File: src/rtl/sysctl_pkg.sv
// Register map, field positions and reset values of the system controller.
// Assumes a 16-bit AXI4-Lite byte address, one 32-bit word per register.
package sysctl_pkg;

	// ----------------------------------------
	// Register indices (byte address = 4 * index)
	// ----------------------------------------
	localparam logic [13:0] REG_PIN_IRQ_ENABLE_LOW = 14'h2006;
	localparam logic [13:0] REG_PIN_IRQ_FLAGS_LOW = 14'h2007;
	localparam logic [13:0] REG_MODE_CONTROL = 14'h2015;
	localparam logic [13:0] REG_SYSTEM_STATUS = 14'h2016;
	localparam logic [13:0] REG_PERIPHERAL_INTERRUPT_FLAGS = 14'h2017;
	localparam logic [13:0] REG_PENDING_SOURCE = 14'h2019;
	localparam logic [13:0] REG_PIN_IRQ_ENABLE_HIGH = 14'h2046;
	localparam logic [13:0] REG_PIN_IRQ_FLAGS_HIGH = 14'h2047;
	localparam logic [13:0] REG_SOFTWARE_TRIP = 14'h2061;
	localparam logic [13:0] REG_CORE_SYSTEM_CONTROL = 14'h3fff;

	// ----------------------------------------
	// Reset values
	// ----------------------------------------
	localparam logic [7:0] RST_PIN_IRQ_ENABLE_LOW = 8'h00;
	localparam logic [0:0] RST_PIN_IRQ_ENABLE_HIGH = 1'h0;
	localparam logic [8:0] RST_MODE_CONTROL = 9'h000;
	localparam logic [15:0] RST_CORE_SYSTEM_CONTROL = 16'h0000;

	// ----------------------------------------
	// Field positions
	// ----------------------------------------
	localparam int MODE_ADC_MUX_LSB = 0;
	localparam int MODE_ADC_CONV = 2;
	localparam int MODE_AUX_PWM = 3;
	localparam int MODE_RECEIVE_PIN_SELECT = 4;
	localparam int MODE_UART = 5;
	localparam int MODE_PWM_UPDATE = 6;
	localparam int MODE_SYNC_IRQ_ENABLE = 7;
	localparam int MODE_TRIP_IRQ_ENABLE = 8;
	localparam int FLAG_SYNC = 0;
	localparam int FLAG_TRIP = 1;
	localparam int SYSCTL_ALT_SERIAL = 10;

	// ----------------------------------------
	// Vector table
	// ----------------------------------------
	localparam logic [15:0] VEC_TABLE_FIRST = 16'h0000;
	localparam logic [15:0] VEC_TABLE_LAST = 16'h002f;
	localparam logic [15:0] VEC_SLOT_WORDS = 16'h0004;
	localparam logic [15:0] VEC_SLOT_TRIP = 16'h0001;
	localparam logic [15:0] VEC_SLOT_SYNC = 16'h0002;
	localparam logic [15:0] VEC_SLOT_PIN = 16'h0003;

	// ----------------------------------------
	// Pending source codes, highest priority first
	// ----------------------------------------
	typedef enum logic [1:0] {
		SRC_NONE = 2'b00,
		SRC_TRIP = 2'b01,
		SRC_SYNC = 2'b10,
		SRC_PIN = 2'b11
	} source_t;

	// ----------------------------------------
	// AXI responses
	// ----------------------------------------
	localparam logic [1:0] RESP_OKAY = 2'b00;
	localparam logic [1:0] RESP_DECERR = 2'b11;

endpackage

File: src/rtl/edge_if.sv
// Level in, one-cycle event out, between the controller and its detectors.
// Assumes both sides share one clock.
`timescale 1ns/1ps
interface edge_if #(
	parameter int W = 1
);
	logic [W-1:0] level;
	logic [W-1:0] event_p;

	modport detector (input level, output event_p);
	modport user (output level, input event_p);
endinterface

File: src/rtl/edge_detect.sv
// Parameterised rising/falling edge detector producing one-cycle events.
// Assumes levels synchronous to aclk; first cycle after reset only loads.
`timescale 1ns/1ps
module edge_detect #(
	parameter int W = 1,
	parameter bit RISE = 1'b1,
	parameter bit FALL = 1'b1
) (
	// Clock and reset
	input wire logic aclk,
	input wire logic rst,
	// Levels and events
	edge_if.detector e
);
	logic [W-1:0] last_q;
	logic armed_q;

	always_ff @(posedge aclk) begin
		if (rst) begin
			last_q <= '0;
		end else begin
			last_q <= e.level;
		end
	end

	always_ff @(posedge aclk) begin
		if (rst) begin
			armed_q <= 1'b0;
		end else begin
			armed_q <= 1'b1;
		end
	end

	always_comb begin
		e.event_p = '0;
		if (armed_q) begin
			if (RISE) begin
				e.event_p = e.event_p | (e.level & ~last_q);
			end
			if (FALL) begin
				e.event_p = e.event_p | (~e.level & last_q);
			end
		end
	end
endmodule

File: src/rtl/sysctl_top.sv
// System controller: peripheral interrupt flags, core interrupt line,
// serial pin steering, mode and status registers on AXI4-Lite.
// Assumes all pin inputs synchronous to aclk and a single clock domain.
//
// Contract
// RQ1: Vector table spans program addresses 0x0000 to 0x002F after reset.
// RQ2: Each source owns one four-word slot in the vector table.
// RQ3: Unmasked interrupts see no latency beyond input synchronisation.
// RQ4: Timer, serial and software interrupts go straight to the core.
// RQ5: Detected peripheral events set their bit in the matching flag register.
// RQ6: Shared core interrupt held low while any peripheral flag is pending.
// RQ7: Software reads the peripheral flag register to find the source.
// RQ8: Simultaneous interrupts: higher-priority source is serviced first.
// RQ9: Reading peripheral flags clears trip and sync bits and acknowledges.
// RQ10: Reading a pin flag register clears all its bits and acknowledges.
// RQ11: Controller enables trip/sync interrupts and drives mux and mode lines.
// RQ12: Read-only status reports trip pin, watchdog and PWM timer state.
// RQ13: Hardware, software or watchdog reset returns all registers to reset.
// RQ14: Mode bit 4 picks receive pin b when set, pin a when clear.
// RQ15: Mode bit 5 joins internal receive data and frame sync (UART).
// RQ16: In UART mode the core output flag drives the frame sync pin.
// RQ17: System control bit 10: receive pin is flag in, transmit is flag out.
// RQ18: Alternate mode: frame syncs become external interrupts zero and one.
// RQ19: Trip raised by trip pin fall, overcurrent or software trip write.
// RQ20: Sync interrupt raised on rising edge of PWM period pulse.
// RQ21: Enabled input pins flag an interrupt on either transition.
// RQ22: Enables and flags reset to zero; a set beats a clearing read.
//
// The implementer's own choice: register access over AXI4-Lite.
`timescale 1ns/1ps
module sysctl_top #(
	parameter int PINS = 9
) (
	// Clock and reset
	input wire logic aclk,
	input wire logic aresetn,
	input wire logic soft_reset,
	input wire logic watchdog_reset,
	// AXI4-Lite write address and data
	input wire logic [15:0] s_axi_awaddr,
	input wire logic s_axi_awvalid,
	output logic s_axi_awready,
	input wire logic [31:0] s_axi_wdata,
	input wire logic [3:0] s_axi_wstrb,
	input wire logic s_axi_wvalid,
	output logic s_axi_wready,
	// AXI4-Lite write response
	output logic [1:0] s_axi_bresp,
	output logic s_axi_bvalid,
	input wire logic s_axi_bready,
	// AXI4-Lite read
	input wire logic [15:0] s_axi_araddr,
	input wire logic s_axi_arvalid,
	output logic s_axi_arready,
	output logic [31:0] s_axi_rdata,
	output logic [1:0] s_axi_rresp,
	output logic s_axi_rvalid,
	input wire logic s_axi_rready,
	// Peripheral event sources
	input wire logic pwm_shutdown_input_n,
	input wire logic overcurrent,
	input wire logic pwm_period_pulse,
	input wire logic [PINS-1:0] pin_level,
	input wire logic [PINS-1:0] pin_is_input,
	input wire logic watchdog_state,
	input wire logic pwm_timer_state,
	// Core interrupt side
	output logic peripheral_core_interrupt_n,
	output logic [15:0] pending_vector,
	output logic external_interrupt_zero_n,
	output logic external_interrupt_one_n,
	// Peripheral controls
	output logic [1:0] adc_mux_select,
	output logic adc_conversion_mode,
	output logic aux_pwm_mode,
	output logic pwm_update_mode,
	// Serial pins
	input wire logic receive_pin_a,
	input wire logic receive_pin_b,
	input wire logic receive_frame_sync_i,
	output logic receive_frame_sync_o,
	output logic receive_frame_sync_oe,
	input wire logic transmit_frame_sync_i,
	output logic serial_transmit_data_o,
	// Core serial port side
	output logic serial_receive_data,
	output logic core_receive_frame_sync,
	input wire logic core_receive_frame_sync_o,
	input wire logic core_receive_frame_sync_oe,
	input wire logic core_transmit_data,
	input wire logic core_output_flag,
	output logic flag_input,
	input wire logic flag_output
);
	// ----------------------------------------
	// Reset
	// ----------------------------------------
	logic rst;
	// RQ13 any reset source
	assign rst = ~aresetn | soft_reset | watchdog_reset;

	// ----------------------------------------
	// Registers
	// ----------------------------------------
	logic [7:0] pin_irq_enable_low_q;
	logic [0:0] pin_irq_enable_high_q;
	logic [8:0] mode_control_q;
	logic [15:0] core_system_control_q;
	logic [1:0] peripheral_interrupt_flags_q;
	logic [1:0] peripheral_interrupt_flags_d;
	logic [7:0] pin_irq_flags_low_q;
	logic [7:0] pin_irq_flags_low_d;
	logic [0:0] pin_irq_flags_high_q;
	logic [0:0] pin_irq_flags_high_d;
	logic software_trip_q;

	// ----------------------------------------
	// Bus state
	// ----------------------------------------
	logic aw_have_q;
	logic w_have_q;
	logic [13:0] aw_index_q;
	logic [31:0] wdata_q;
	logic [3:0] wstrb_q;
	logic do_write;
	logic [31:0] wmerge;
	logic wr_hit;
	logic rd_take;
	logic rd_hit;
	logic [31:0] rd_value;
	logic [13:0] rd_index;
	logic clr_periph;
	logic clr_pin_low;
	logic clr_pin_high;

	// ----------------------------------------
	// Edge detectors
	// ----------------------------------------
	edge_if #(.W(1)) trip_e ();
	edge_if #(.W(1)) sync_e ();
	edge_if #(.W(PINS)) pin_e ();

	assign trip_e.level = pwm_shutdown_input_n;
	assign sync_e.level = pwm_period_pulse;
	assign pin_e.level = pin_level;

	// RQ19 trip pin falling edge
	edge_detect #(.W(1), .RISE(1'b0), .FALL(1'b1)) trip_det (
		.aclk(aclk),
		.rst(rst),
		.e(trip_e)
	);

	// RQ20 sync rising edge
	edge_detect #(.W(1), .RISE(1'b1), .FALL(1'b0)) sync_det (
		.aclk(aclk),
		.rst(rst),
		.e(sync_e)
	);

	// RQ21 either pin transition
	edge_detect #(.W(PINS), .RISE(1'b1), .FALL(1'b1)) pin_det (
		.aclk(aclk),
		.rst(rst),
		.e(pin_e)
	);

	// ----------------------------------------
	// Write channel
	// ----------------------------------------
	assign s_axi_awready = ~aw_have_q & ~s_axi_bvalid;
	assign s_axi_wready = ~w_have_q & ~s_axi_bvalid;
	assign do_write = aw_have_q & w_have_q & ~s_axi_bvalid;

	always_ff @(posedge aclk) begin
		if (rst) begin
			aw_have_q <= 1'b0;
			aw_index_q <= '0;
		end else if (s_axi_awvalid && s_axi_awready) begin
			aw_have_q <= 1'b1;
			aw_index_q <= s_axi_awaddr[15:2];
		end else if (do_write) begin
			aw_have_q <= 1'b0;
		end
	end

	always_ff @(posedge aclk) begin
		if (rst) begin
			w_have_q <= 1'b0;
			wdata_q <= '0;
			wstrb_q <= '0;
		end else if (s_axi_wvalid && s_axi_wready) begin
			w_have_q <= 1'b1;
			wdata_q <= s_axi_wdata;
			wstrb_q <= s_axi_wstrb;
		end else if (do_write) begin
			w_have_q <= 1'b0;
		end
	end

	always_ff @(posedge aclk) begin
		if (rst) begin
			s_axi_bvalid <= 1'b0;
			s_axi_bresp <= sysctl_pkg::RESP_OKAY;
		end else if (do_write) begin
			s_axi_bvalid <= 1'b1;
			s_axi_bresp <= wr_hit ? sysctl_pkg::RESP_OKAY
				: sysctl_pkg::RESP_DECERR;
		end else if (s_axi_bready) begin
			s_axi_bvalid <= 1'b0;
		end
	end

	// Byte lanes applied over current contents
	always_comb begin
		wmerge = rd_value_of(aw_index_q);
		for (int i = 0; i < 4; i++) begin
			if (wstrb_q[i]) begin
				wmerge[i*8 +: 8] = wdata_q[i*8 +: 8];
			end
		end
	end

	assign wr_hit = mapped(aw_index_q);

	// ----------------------------------------
	// Writable registers
	// ----------------------------------------
	// RQ22 enables reset to zero
	always_ff @(posedge aclk) begin
		if (rst) begin
			pin_irq_enable_low_q <= sysctl_pkg::RST_PIN_IRQ_ENABLE_LOW;
			pin_irq_enable_high_q <= sysctl_pkg::RST_PIN_IRQ_ENABLE_HIGH;
		end else if (do_write) begin
			if (aw_index_q == sysctl_pkg::REG_PIN_IRQ_ENABLE_LOW) begin
				pin_irq_enable_low_q <= wmerge[7:0];
			end
			if (aw_index_q == sysctl_pkg::REG_PIN_IRQ_ENABLE_HIGH) begin
				pin_irq_enable_high_q <= wmerge[0:0];
			end
		end
	end

	// RQ11 mode and enable bits
	always_ff @(posedge aclk) begin
		if (rst) begin
			mode_control_q <= sysctl_pkg::RST_MODE_CONTROL;
		end else if (do_write &&
			aw_index_q == sysctl_pkg::REG_MODE_CONTROL) begin
			mode_control_q <= wmerge[8:0];
		end
	end

	always_ff @(posedge aclk) begin
		if (rst) begin
			core_system_control_q <= sysctl_pkg::RST_CORE_SYSTEM_CONTROL;
		end else if (do_write &&
			aw_index_q == sysctl_pkg::REG_CORE_SYSTEM_CONTROL) begin
			core_system_control_q <= wmerge[15:0];
		end
	end

	// RQ19 software trip write pulse
	always_ff @(posedge aclk) begin
		if (rst) begin
			software_trip_q <= 1'b0;
		end else begin
			software_trip_q <= do_write & wdata_q[0] & wstrb_q[0] &
				(aw_index_q == sysctl_pkg::REG_SOFTWARE_TRIP);
		end
	end

	// ----------------------------------------
	// Read channel
	// ----------------------------------------
	assign s_axi_arready = ~s_axi_rvalid;
	assign rd_take = s_axi_arvalid & s_axi_arready;
	assign rd_index = s_axi_araddr[15:2];
	assign rd_value = rd_value_of(rd_index);

	assign rd_hit = mapped(rd_index);

	always_ff @(posedge aclk) begin
		if (rst) begin
			s_axi_rvalid <= 1'b0;
			s_axi_rdata <= '0;
			s_axi_rresp <= sysctl_pkg::RESP_OKAY;
		end else if (rd_take) begin
			s_axi_rvalid <= 1'b1;
			s_axi_rdata <= rd_hit ? rd_value : 32'h0000_0000;
			s_axi_rresp <= rd_hit ? sysctl_pkg::RESP_OKAY
				: sysctl_pkg::RESP_DECERR;
		end else if (s_axi_rready) begin
			s_axi_rvalid <= 1'b0;
		end
	end

	// RQ9 read of peripheral flags clears
	assign clr_periph = rd_take &
		(rd_index == sysctl_pkg::REG_PERIPHERAL_INTERRUPT_FLAGS);
	// RQ10 read of pin flags clears
	assign clr_pin_low = rd_take &
		(rd_index == sysctl_pkg::REG_PIN_IRQ_FLAGS_LOW);
	assign clr_pin_high = rd_take &
		(rd_index == sysctl_pkg::REG_PIN_IRQ_FLAGS_HIGH);

	// ----------------------------------------
	// Flag registers
	// ----------------------------------------
	// RQ5 set on detection; RQ22 set beats clear
	always_comb begin
		peripheral_interrupt_flags_d = clr_periph ? 2'h0
			: peripheral_interrupt_flags_q;
		if (mode_control_q[sysctl_pkg::MODE_SYNC_IRQ_ENABLE] &&
			sync_e.event_p[0]) begin
			peripheral_interrupt_flags_d[sysctl_pkg::FLAG_SYNC] = 1'b1;
		end
		// RQ19 three trip causes
		if (mode_control_q[sysctl_pkg::MODE_TRIP_IRQ_ENABLE] &&
			(trip_e.event_p[0] || overcurrent || software_trip_q)) begin
			peripheral_interrupt_flags_d[sysctl_pkg::FLAG_TRIP] = 1'b1;
		end
	end

	// RQ21 enabled inputs only
	always_comb begin
		pin_irq_flags_low_d = (clr_pin_low ? 8'h00 : pin_irq_flags_low_q) |
			(pin_e.event_p[7:0] & pin_irq_enable_low_q & pin_is_input[7:0]);
		pin_irq_flags_high_d = (clr_pin_high ? 1'b0 : pin_irq_flags_high_q) |
			(pin_e.event_p[8:8] & pin_irq_enable_high_q & pin_is_input[8:8]);
	end

	// RQ22 flags reset to zero
	always_ff @(posedge aclk) begin
		if (rst) begin
			peripheral_interrupt_flags_q <= '0;
			pin_irq_flags_low_q <= '0;
			pin_irq_flags_high_q <= '0;
		end else begin
			peripheral_interrupt_flags_q <= peripheral_interrupt_flags_d;
			pin_irq_flags_low_q <= pin_irq_flags_low_d;
			pin_irq_flags_high_q <= pin_irq_flags_high_d;
		end
	end

	// ----------------------------------------
	// Core interrupt and priority
	// ----------------------------------------
	sysctl_pkg::source_t pending;

	// RQ3 straight from flags; RQ6 low while pending
	assign peripheral_core_interrupt_n = ~(|peripheral_interrupt_flags_q |
		|pin_irq_flags_low_q | |pin_irq_flags_high_q);

	// RQ8 trip before sync before pins
	always_comb begin
		if (peripheral_interrupt_flags_q[sysctl_pkg::FLAG_TRIP]) begin
			pending = sysctl_pkg::SRC_TRIP;
		end else if (peripheral_interrupt_flags_q[sysctl_pkg::FLAG_SYNC]) begin
			pending = sysctl_pkg::SRC_SYNC;
		end else if (|pin_irq_flags_low_q || |pin_irq_flags_high_q) begin
			pending = sysctl_pkg::SRC_PIN;
		end else begin
			pending = sysctl_pkg::SRC_NONE;
		end
	end

	// RQ1 RQ2 four-word slots within the table
	always_comb begin
		unique case (pending)
			sysctl_pkg::SRC_TRIP: pending_vector = slot_addr(
				sysctl_pkg::VEC_SLOT_TRIP);
			sysctl_pkg::SRC_SYNC: pending_vector = slot_addr(
				sysctl_pkg::VEC_SLOT_SYNC);
			sysctl_pkg::SRC_PIN: pending_vector = slot_addr(
				sysctl_pkg::VEC_SLOT_PIN);
			sysctl_pkg::SRC_NONE: pending_vector = sysctl_pkg::VEC_TABLE_FIRST;
		endcase
	end

	// ----------------------------------------
	// Peripheral controls
	// ----------------------------------------
	// RQ11 mux and mode lines
	assign adc_mux_select = mode_control_q[sysctl_pkg::MODE_ADC_MUX_LSB +: 2];
	assign adc_conversion_mode = mode_control_q[sysctl_pkg::MODE_ADC_CONV];
	assign aux_pwm_mode = mode_control_q[sysctl_pkg::MODE_AUX_PWM];
	assign pwm_update_mode = mode_control_q[sysctl_pkg::MODE_PWM_UPDATE];

	// ----------------------------------------
	// Serial pin steering
	// ----------------------------------------
	logic rx_selected;
	logic uart_mode;
	logic alt_serial;

	// RQ14 receive pin choice
	assign rx_selected =
		mode_control_q[sysctl_pkg::MODE_RECEIVE_PIN_SELECT] ? receive_pin_b
		: receive_pin_a;
	assign uart_mode = mode_control_q[sysctl_pkg::MODE_UART];
	assign alt_serial = core_system_control_q[sysctl_pkg::SYSCTL_ALT_SERIAL];

	// RQ17 receive pin as flag input
	assign flag_input = alt_serial ? rx_selected : 1'b0;
	assign serial_receive_data = alt_serial ? 1'b0 : rx_selected;
	// RQ17 transmit pin as flag output
	assign serial_transmit_data_o = alt_serial ? flag_output
		: core_transmit_data;

	// RQ15 receive data joined to frame sync
	assign core_receive_frame_sync = uart_mode ? rx_selected
		: receive_frame_sync_i;

	// RQ16 core flag onto frame sync pin
	always_comb begin
		if (uart_mode) begin
			receive_frame_sync_o = core_output_flag;
			receive_frame_sync_oe = 1'b1;
		end else if (alt_serial) begin
			receive_frame_sync_o = 1'b0;
			receive_frame_sync_oe = 1'b0;
		end else begin
			receive_frame_sync_o = core_receive_frame_sync_o;
			receive_frame_sync_oe = core_receive_frame_sync_oe;
		end
	end

	// RQ4 RQ18 frame syncs pass straight to core when bit 10 is set, else held high
	assign external_interrupt_zero_n = alt_serial ? receive_frame_sync_i
		: 1'b1;
	assign external_interrupt_one_n = alt_serial ? transmit_frame_sync_i
		: 1'b1;

	// ----------------------------------------
	// Helpers
	// ----------------------------------------
	function automatic logic mapped(input logic [13:0] idx);
		unique case (idx)
			sysctl_pkg::REG_PIN_IRQ_ENABLE_LOW,
			sysctl_pkg::REG_PIN_IRQ_FLAGS_LOW,
			sysctl_pkg::REG_MODE_CONTROL,
			sysctl_pkg::REG_SYSTEM_STATUS,
			sysctl_pkg::REG_PERIPHERAL_INTERRUPT_FLAGS,
			sysctl_pkg::REG_PENDING_SOURCE,
			sysctl_pkg::REG_PIN_IRQ_ENABLE_HIGH,
			sysctl_pkg::REG_PIN_IRQ_FLAGS_HIGH,
			sysctl_pkg::REG_SOFTWARE_TRIP,
			sysctl_pkg::REG_CORE_SYSTEM_CONTROL: return 1'b1;
			default: return 1'b0;
		endcase
	endfunction

	function automatic logic [15:0] slot_addr(input logic [15:0] slot);
		logic [15:0] a;
		a = 16'(slot * sysctl_pkg::VEC_SLOT_WORDS);
		if (a > sysctl_pkg::VEC_TABLE_LAST) begin
			a = sysctl_pkg::VEC_TABLE_FIRST;
		end
		return a;
	endfunction

	// RQ12 read-only status
	function automatic logic [31:0] rd_value_of(input logic [13:0] idx);
		logic [31:0] v;
		v = '0;
		unique case (idx)
			sysctl_pkg::REG_PIN_IRQ_ENABLE_LOW: v[7:0] = pin_irq_enable_low_q;
			sysctl_pkg::REG_PIN_IRQ_FLAGS_LOW: v[7:0] = pin_irq_flags_low_q;
			sysctl_pkg::REG_MODE_CONTROL: v[8:0] = mode_control_q;
			sysctl_pkg::REG_SYSTEM_STATUS: v[3:0] = {
				~peripheral_core_interrupt_n, pwm_timer_state,
				watchdog_state, pwm_shutdown_input_n};
			sysctl_pkg::REG_PERIPHERAL_INTERRUPT_FLAGS:
				v[1:0] = peripheral_interrupt_flags_q;
			sysctl_pkg::REG_PENDING_SOURCE: v[1:0] = pending;
			sysctl_pkg::REG_PIN_IRQ_ENABLE_HIGH: v[0:0] = pin_irq_enable_high_q;
			sysctl_pkg::REG_PIN_IRQ_FLAGS_HIGH: v[0:0] = pin_irq_flags_high_q;
			sysctl_pkg::REG_CORE_SYSTEM_CONTROL: v[15:0] = core_system_control_q;
			default: v = '0;
		endcase
		return v;
	endfunction
endmodule

File: config.mk
export PLATFORM = sky130hd
export DESIGN_NAME = sysctl_top
export DESIGN_NICKNAME = d
export VERILOG_FILES = /design/src/rtl/sysctl_pkg.sv /design/src/rtl/edge_if.sv /design/src/rtl/edge_detect.sv /design/src/rtl/sysctl_top.sv
export SDC_FILE = /design/constraint.sdc
export NUM_CORES = 1
export LEC_CHECK = 0
export ABC_AREA = 1
export BUFFER_PORTS_ARGS = -buffer_cell sky130_fd_sc_hd__buf_2
export CAP_MARGIN = 20
export CORE_UTILIZATION = 50
export DETAILED_ROUTE_END_ITERATION = 7
export HOLD_SLACK_MARGIN = 0.12
export PLACE_DENSITY = 0.86
export RECOVER_POWER = 100
export SYNTH_ARGS = -nofsm -noshare
export SYNTH_HDL_FRONTEND = slang
export SYNTH_SLANG_ARGS = --single-unit
File: constraint.sdc
create_clock -name aclk -period 3.69 [get_ports aclk]
set_clock_uncertainty 0.15 [all_clocks]
set_input_delay 0.5535 -clock aclk [delete_from_list [all_inputs] [get_ports aclk]]
set_output_delay 0.5535 -clock aclk [all_outputs]
set_load 0.02 [all_outputs]
==> metrics.yaml <==
outcome:
  outcome: "complete, but fails checks"
  failed_checks: "design-rule violations"
critical_path:
  start_kind: "register"
  path_max_fanout: 10
  required_ns: 3.77
  rr_endpoint: "core_system_control_q[10]"
  critPathCaptureType: "register"
  worstRegToRegCells: 7
  cp.arrival_ns: 2.76
  path_class: "register to register"
  reg2reg_setup_slack_ns: 1.01
  reg2reg_from: "aw_index_q[3]"
finish:
  n_fill_cell: 1119
  final_nets: 1104
  antenna_cells: 0
  final_cell_mix: "nand2_1 (151), nor2_1 (118), dfxtp_1 (112), inv_1 (107), nand3_1 (86)"
  syn_to_final_growth_pct: 13.2
  final_common_cell: "nand2_1"
  seqCellArea_sq_um: 2240
  fin_area_sq_um: 6770
  multi_input_area_sq_um: 3000
  drive_gt1_frac: 0.139
  stdcell_count: 1142
clock_tree:
  path_clk_slew_ns: 0.07
  post_cts_resize_count: 0
  root_buffer: "clkbuf_16"
  clk_latency_ns: 0.35
  postCtsSetupBuffers: 0
  tritoncts: "done"
  cts_made_buffers: 9
  cts_hold_buffers: 0
  cts_htree_levels: 3
  cts_sinks: 112
  cts_buffer_depth: 2
route:
  drtIter0Drc: 635
  ant_nets: 0
  routed.top_layer: "met4"
  wl_met2_mm: 7.53
  wl_per_cell_microns: 14.4
  post_drt_via_cell_ratio: 5.38
  wl_met1_mm: 7.07
  vias: 6147
  dr.pass1.iters: 8
  totalWireLength_mm: 16.5
  drc_errors: 22
  met3_length_mm: 1.49
yosys:
  synth_warnings: 0
  seq_area_frac_synth: 0.375
  ys_async_sr_fraction: 0
  synthCells: 886
  synth_fa_ha_area_frac: 0
  synth_edf_count: 0
  synth-compound-area-share: 0.146
  yosys.area.top_type: "dfxtp_1"
  synth_area_sq_um: 5980
  synth_xor_area_frac: 0.0132
  synth_top_family_by_area: "simple AND/OR/NAND/NOR gates"
  synth_cell_type_count: 37
  synth_seq_cells: 112
  synthMuxAreaShare: 0.00167
  synth_top_area_share: 0.375
  synth-simple-area-share: 0.329
  avgSynthCellArea_sq_um: 6.75
  synth_area_leaders: "dfxtp_1 (37%), nand2_1 (9.2%), nor2_1 (7.3%)"
  synthFlopType: "dfxtp_1"
hold_path:
  hold_path_end: "s_axi_bvalid"
  min_from: "s_axi_bready"
  hp-class: "input pin to register"
  hold_depth: 2
place:
  dpl-instance-area_sq_um: 6550
  numPlacedInstances: 1126
  io_buffer_count: 127
  globalplace.congestion: 0.961
  hpwl_mm: 11.9
timing:
  rsz0062_at_grt: "false"
  max_freq_mhz: 373
  finalSetupViolCount: 0
  worst_pin_slew_ns: 1.18
  tns_ns: 0
  slew_violations: 0
  hold_viol: 0
  finalCriticalPeriod_ns: 2.68
  finalCritPeriodShare: 0.727
  slew_headroom: 0.214
grt:
  grt_pass1_vias: 5425
  grt_pass1_wl_mm: 25.9
  grt_max_degree: 66
  track_usage: 0.260
  grt-ovfl-total: 0
  grt_antenna_before_repair: 0
job:
  maxCapViolations: 0
die:
  die_x_microns: 111
  initial_utilization: 0.519
  num_rows: 39
  ios: 180
  fp.coreArea_sq_um: 11500
  die-height_microns: 111
  die_area_sq_um: 12400
power:
  cellLeakagePower_nw: 2.91
  powerDensity_nw_per_um2: 367
  ir_worst_vdd_mv: 0.229
[worst max-delay path: stages, from the launching register on]
cell,delay [ns]
dfxtp_1,0.53
nand2_1,0.18
nor3_4,0.26
nand2_1,0.13
nor2_1,0.58
nand2_1,0.35
o21ai_0,0.30
a21oi_1,0.07
[synthesized netlist by cell type, types with 10 or more instances]
master	count
a21oi_1	66
buf_4	37
clkbuf_1	18
dfxtp_1	112
inv_1	105
nand2_1	146
nand2_2	10
nand3_1	85
nand4_1	23
nor2_1	116
nor3_1	15
o21ai_0	60
o21ai_1	13
o22ai_1	13
[how the worst max path moves through the flow]
| stage | slack, ns | startpoint | cells past startpoint | end |
|---|---|---|---|---|
| 2_1_floorplan | 1.86 | receive_pin_b | 2 | core_receive_frame_sync |
| 3_3_place_gp | 1.24 | s_axi_araddr[13] | 7 | s_axi_rdata[12] |
| 3_5_place_dp | 1.19 | s_axi_araddr[12] | 11 | pin_irq_flags_low_q[7] |
| 4_1_cts | 1.41 | pin_irq_flags_low_q[7] | 6 | peripheral_core_interrupt_n |
| 5_1_grt | 0.81 | soft_reset | 8 | pin_irq_enable_low_q[1] |
| 6_report | 1.01 | aw_index_q[3] | 7 | core_system_control_q[10] |
[power breakdown]
group          switching (mW)  internal [mW]  total (mW)  leakage, nW
Combinational           0.135         0.0614       0.196         1.85
Clock                   0.443          0.610        1.05        0.159
Sequential             0.0134           1.22        1.24        0.905
Total                   0.591           1.89        2.49         2.91
[state kept, by name, summed over array words and instances, names as in the netlist, 2 cells and up]
| name | count |
|---|---|
| mode_control_q | 9 |
| wdata_q | 16 |
| wstrb_q | 2 |
| pin_irq_flags_low_q | 8 |
| core_system_control_q | 16 |
| pin_irq_enable_low_q | 8 |
| pin_det.last_q | 9 |
| s_axi_rdata | 16 |
| aw_index_q | 14 |
| peripheral_interrupt_flags_q | 2 |
[metal layers]
| layer | vias up | global-route usage |
|---|---|---|
| li1 | 3035 | - |
| met1 | 2738 | 0.352 |
| met2 | 337 | 0.414 |
| met3 | 37 | 0.0425 |
| met4 | 0 | 0.108 |
| met5 | - | 0 |
[stage by stage]
stage	setup WS [ns]	power [mW]	utilization	hold WS, ns
2_1_floorplan	1.86	1.40	-	0.291
3_3_place_gp	1.24	1.46	0.569	0.300
3_5_place_dp	1.19	1.46	0.569	0.306
4_1_cts	1.41	2.49	0.596	0.240
5_1_grt	0.807	2.56	0.588	0.284
6_report	1.01	2.49	0.588	0.242
[layout make-up]
type / count / area share
Timing Repair Buffer: 131 / 0.0901
Clock inverter: 5 / 0.0116
Multi-Input combinational cell: 628 / 0.443
Sequential cell: 112 / 0.331
Clock buffer: 10 / 0.0353
Tap cell: 143 / 0.0264
Inverter: 113 / 0.0626
[kinds of logic (layout without fill, tap and decap cells)]
family | count (synthesis) | in the layout
simple gates | 424 | 424
buf+inv | 175 | 259
compound gates | 164 | 164
flops | 112 | 112
xor+xnor | 9 | 9
other cells | 1 | 30
mux | 1 | 1
(Power assumes the default switching activity.)
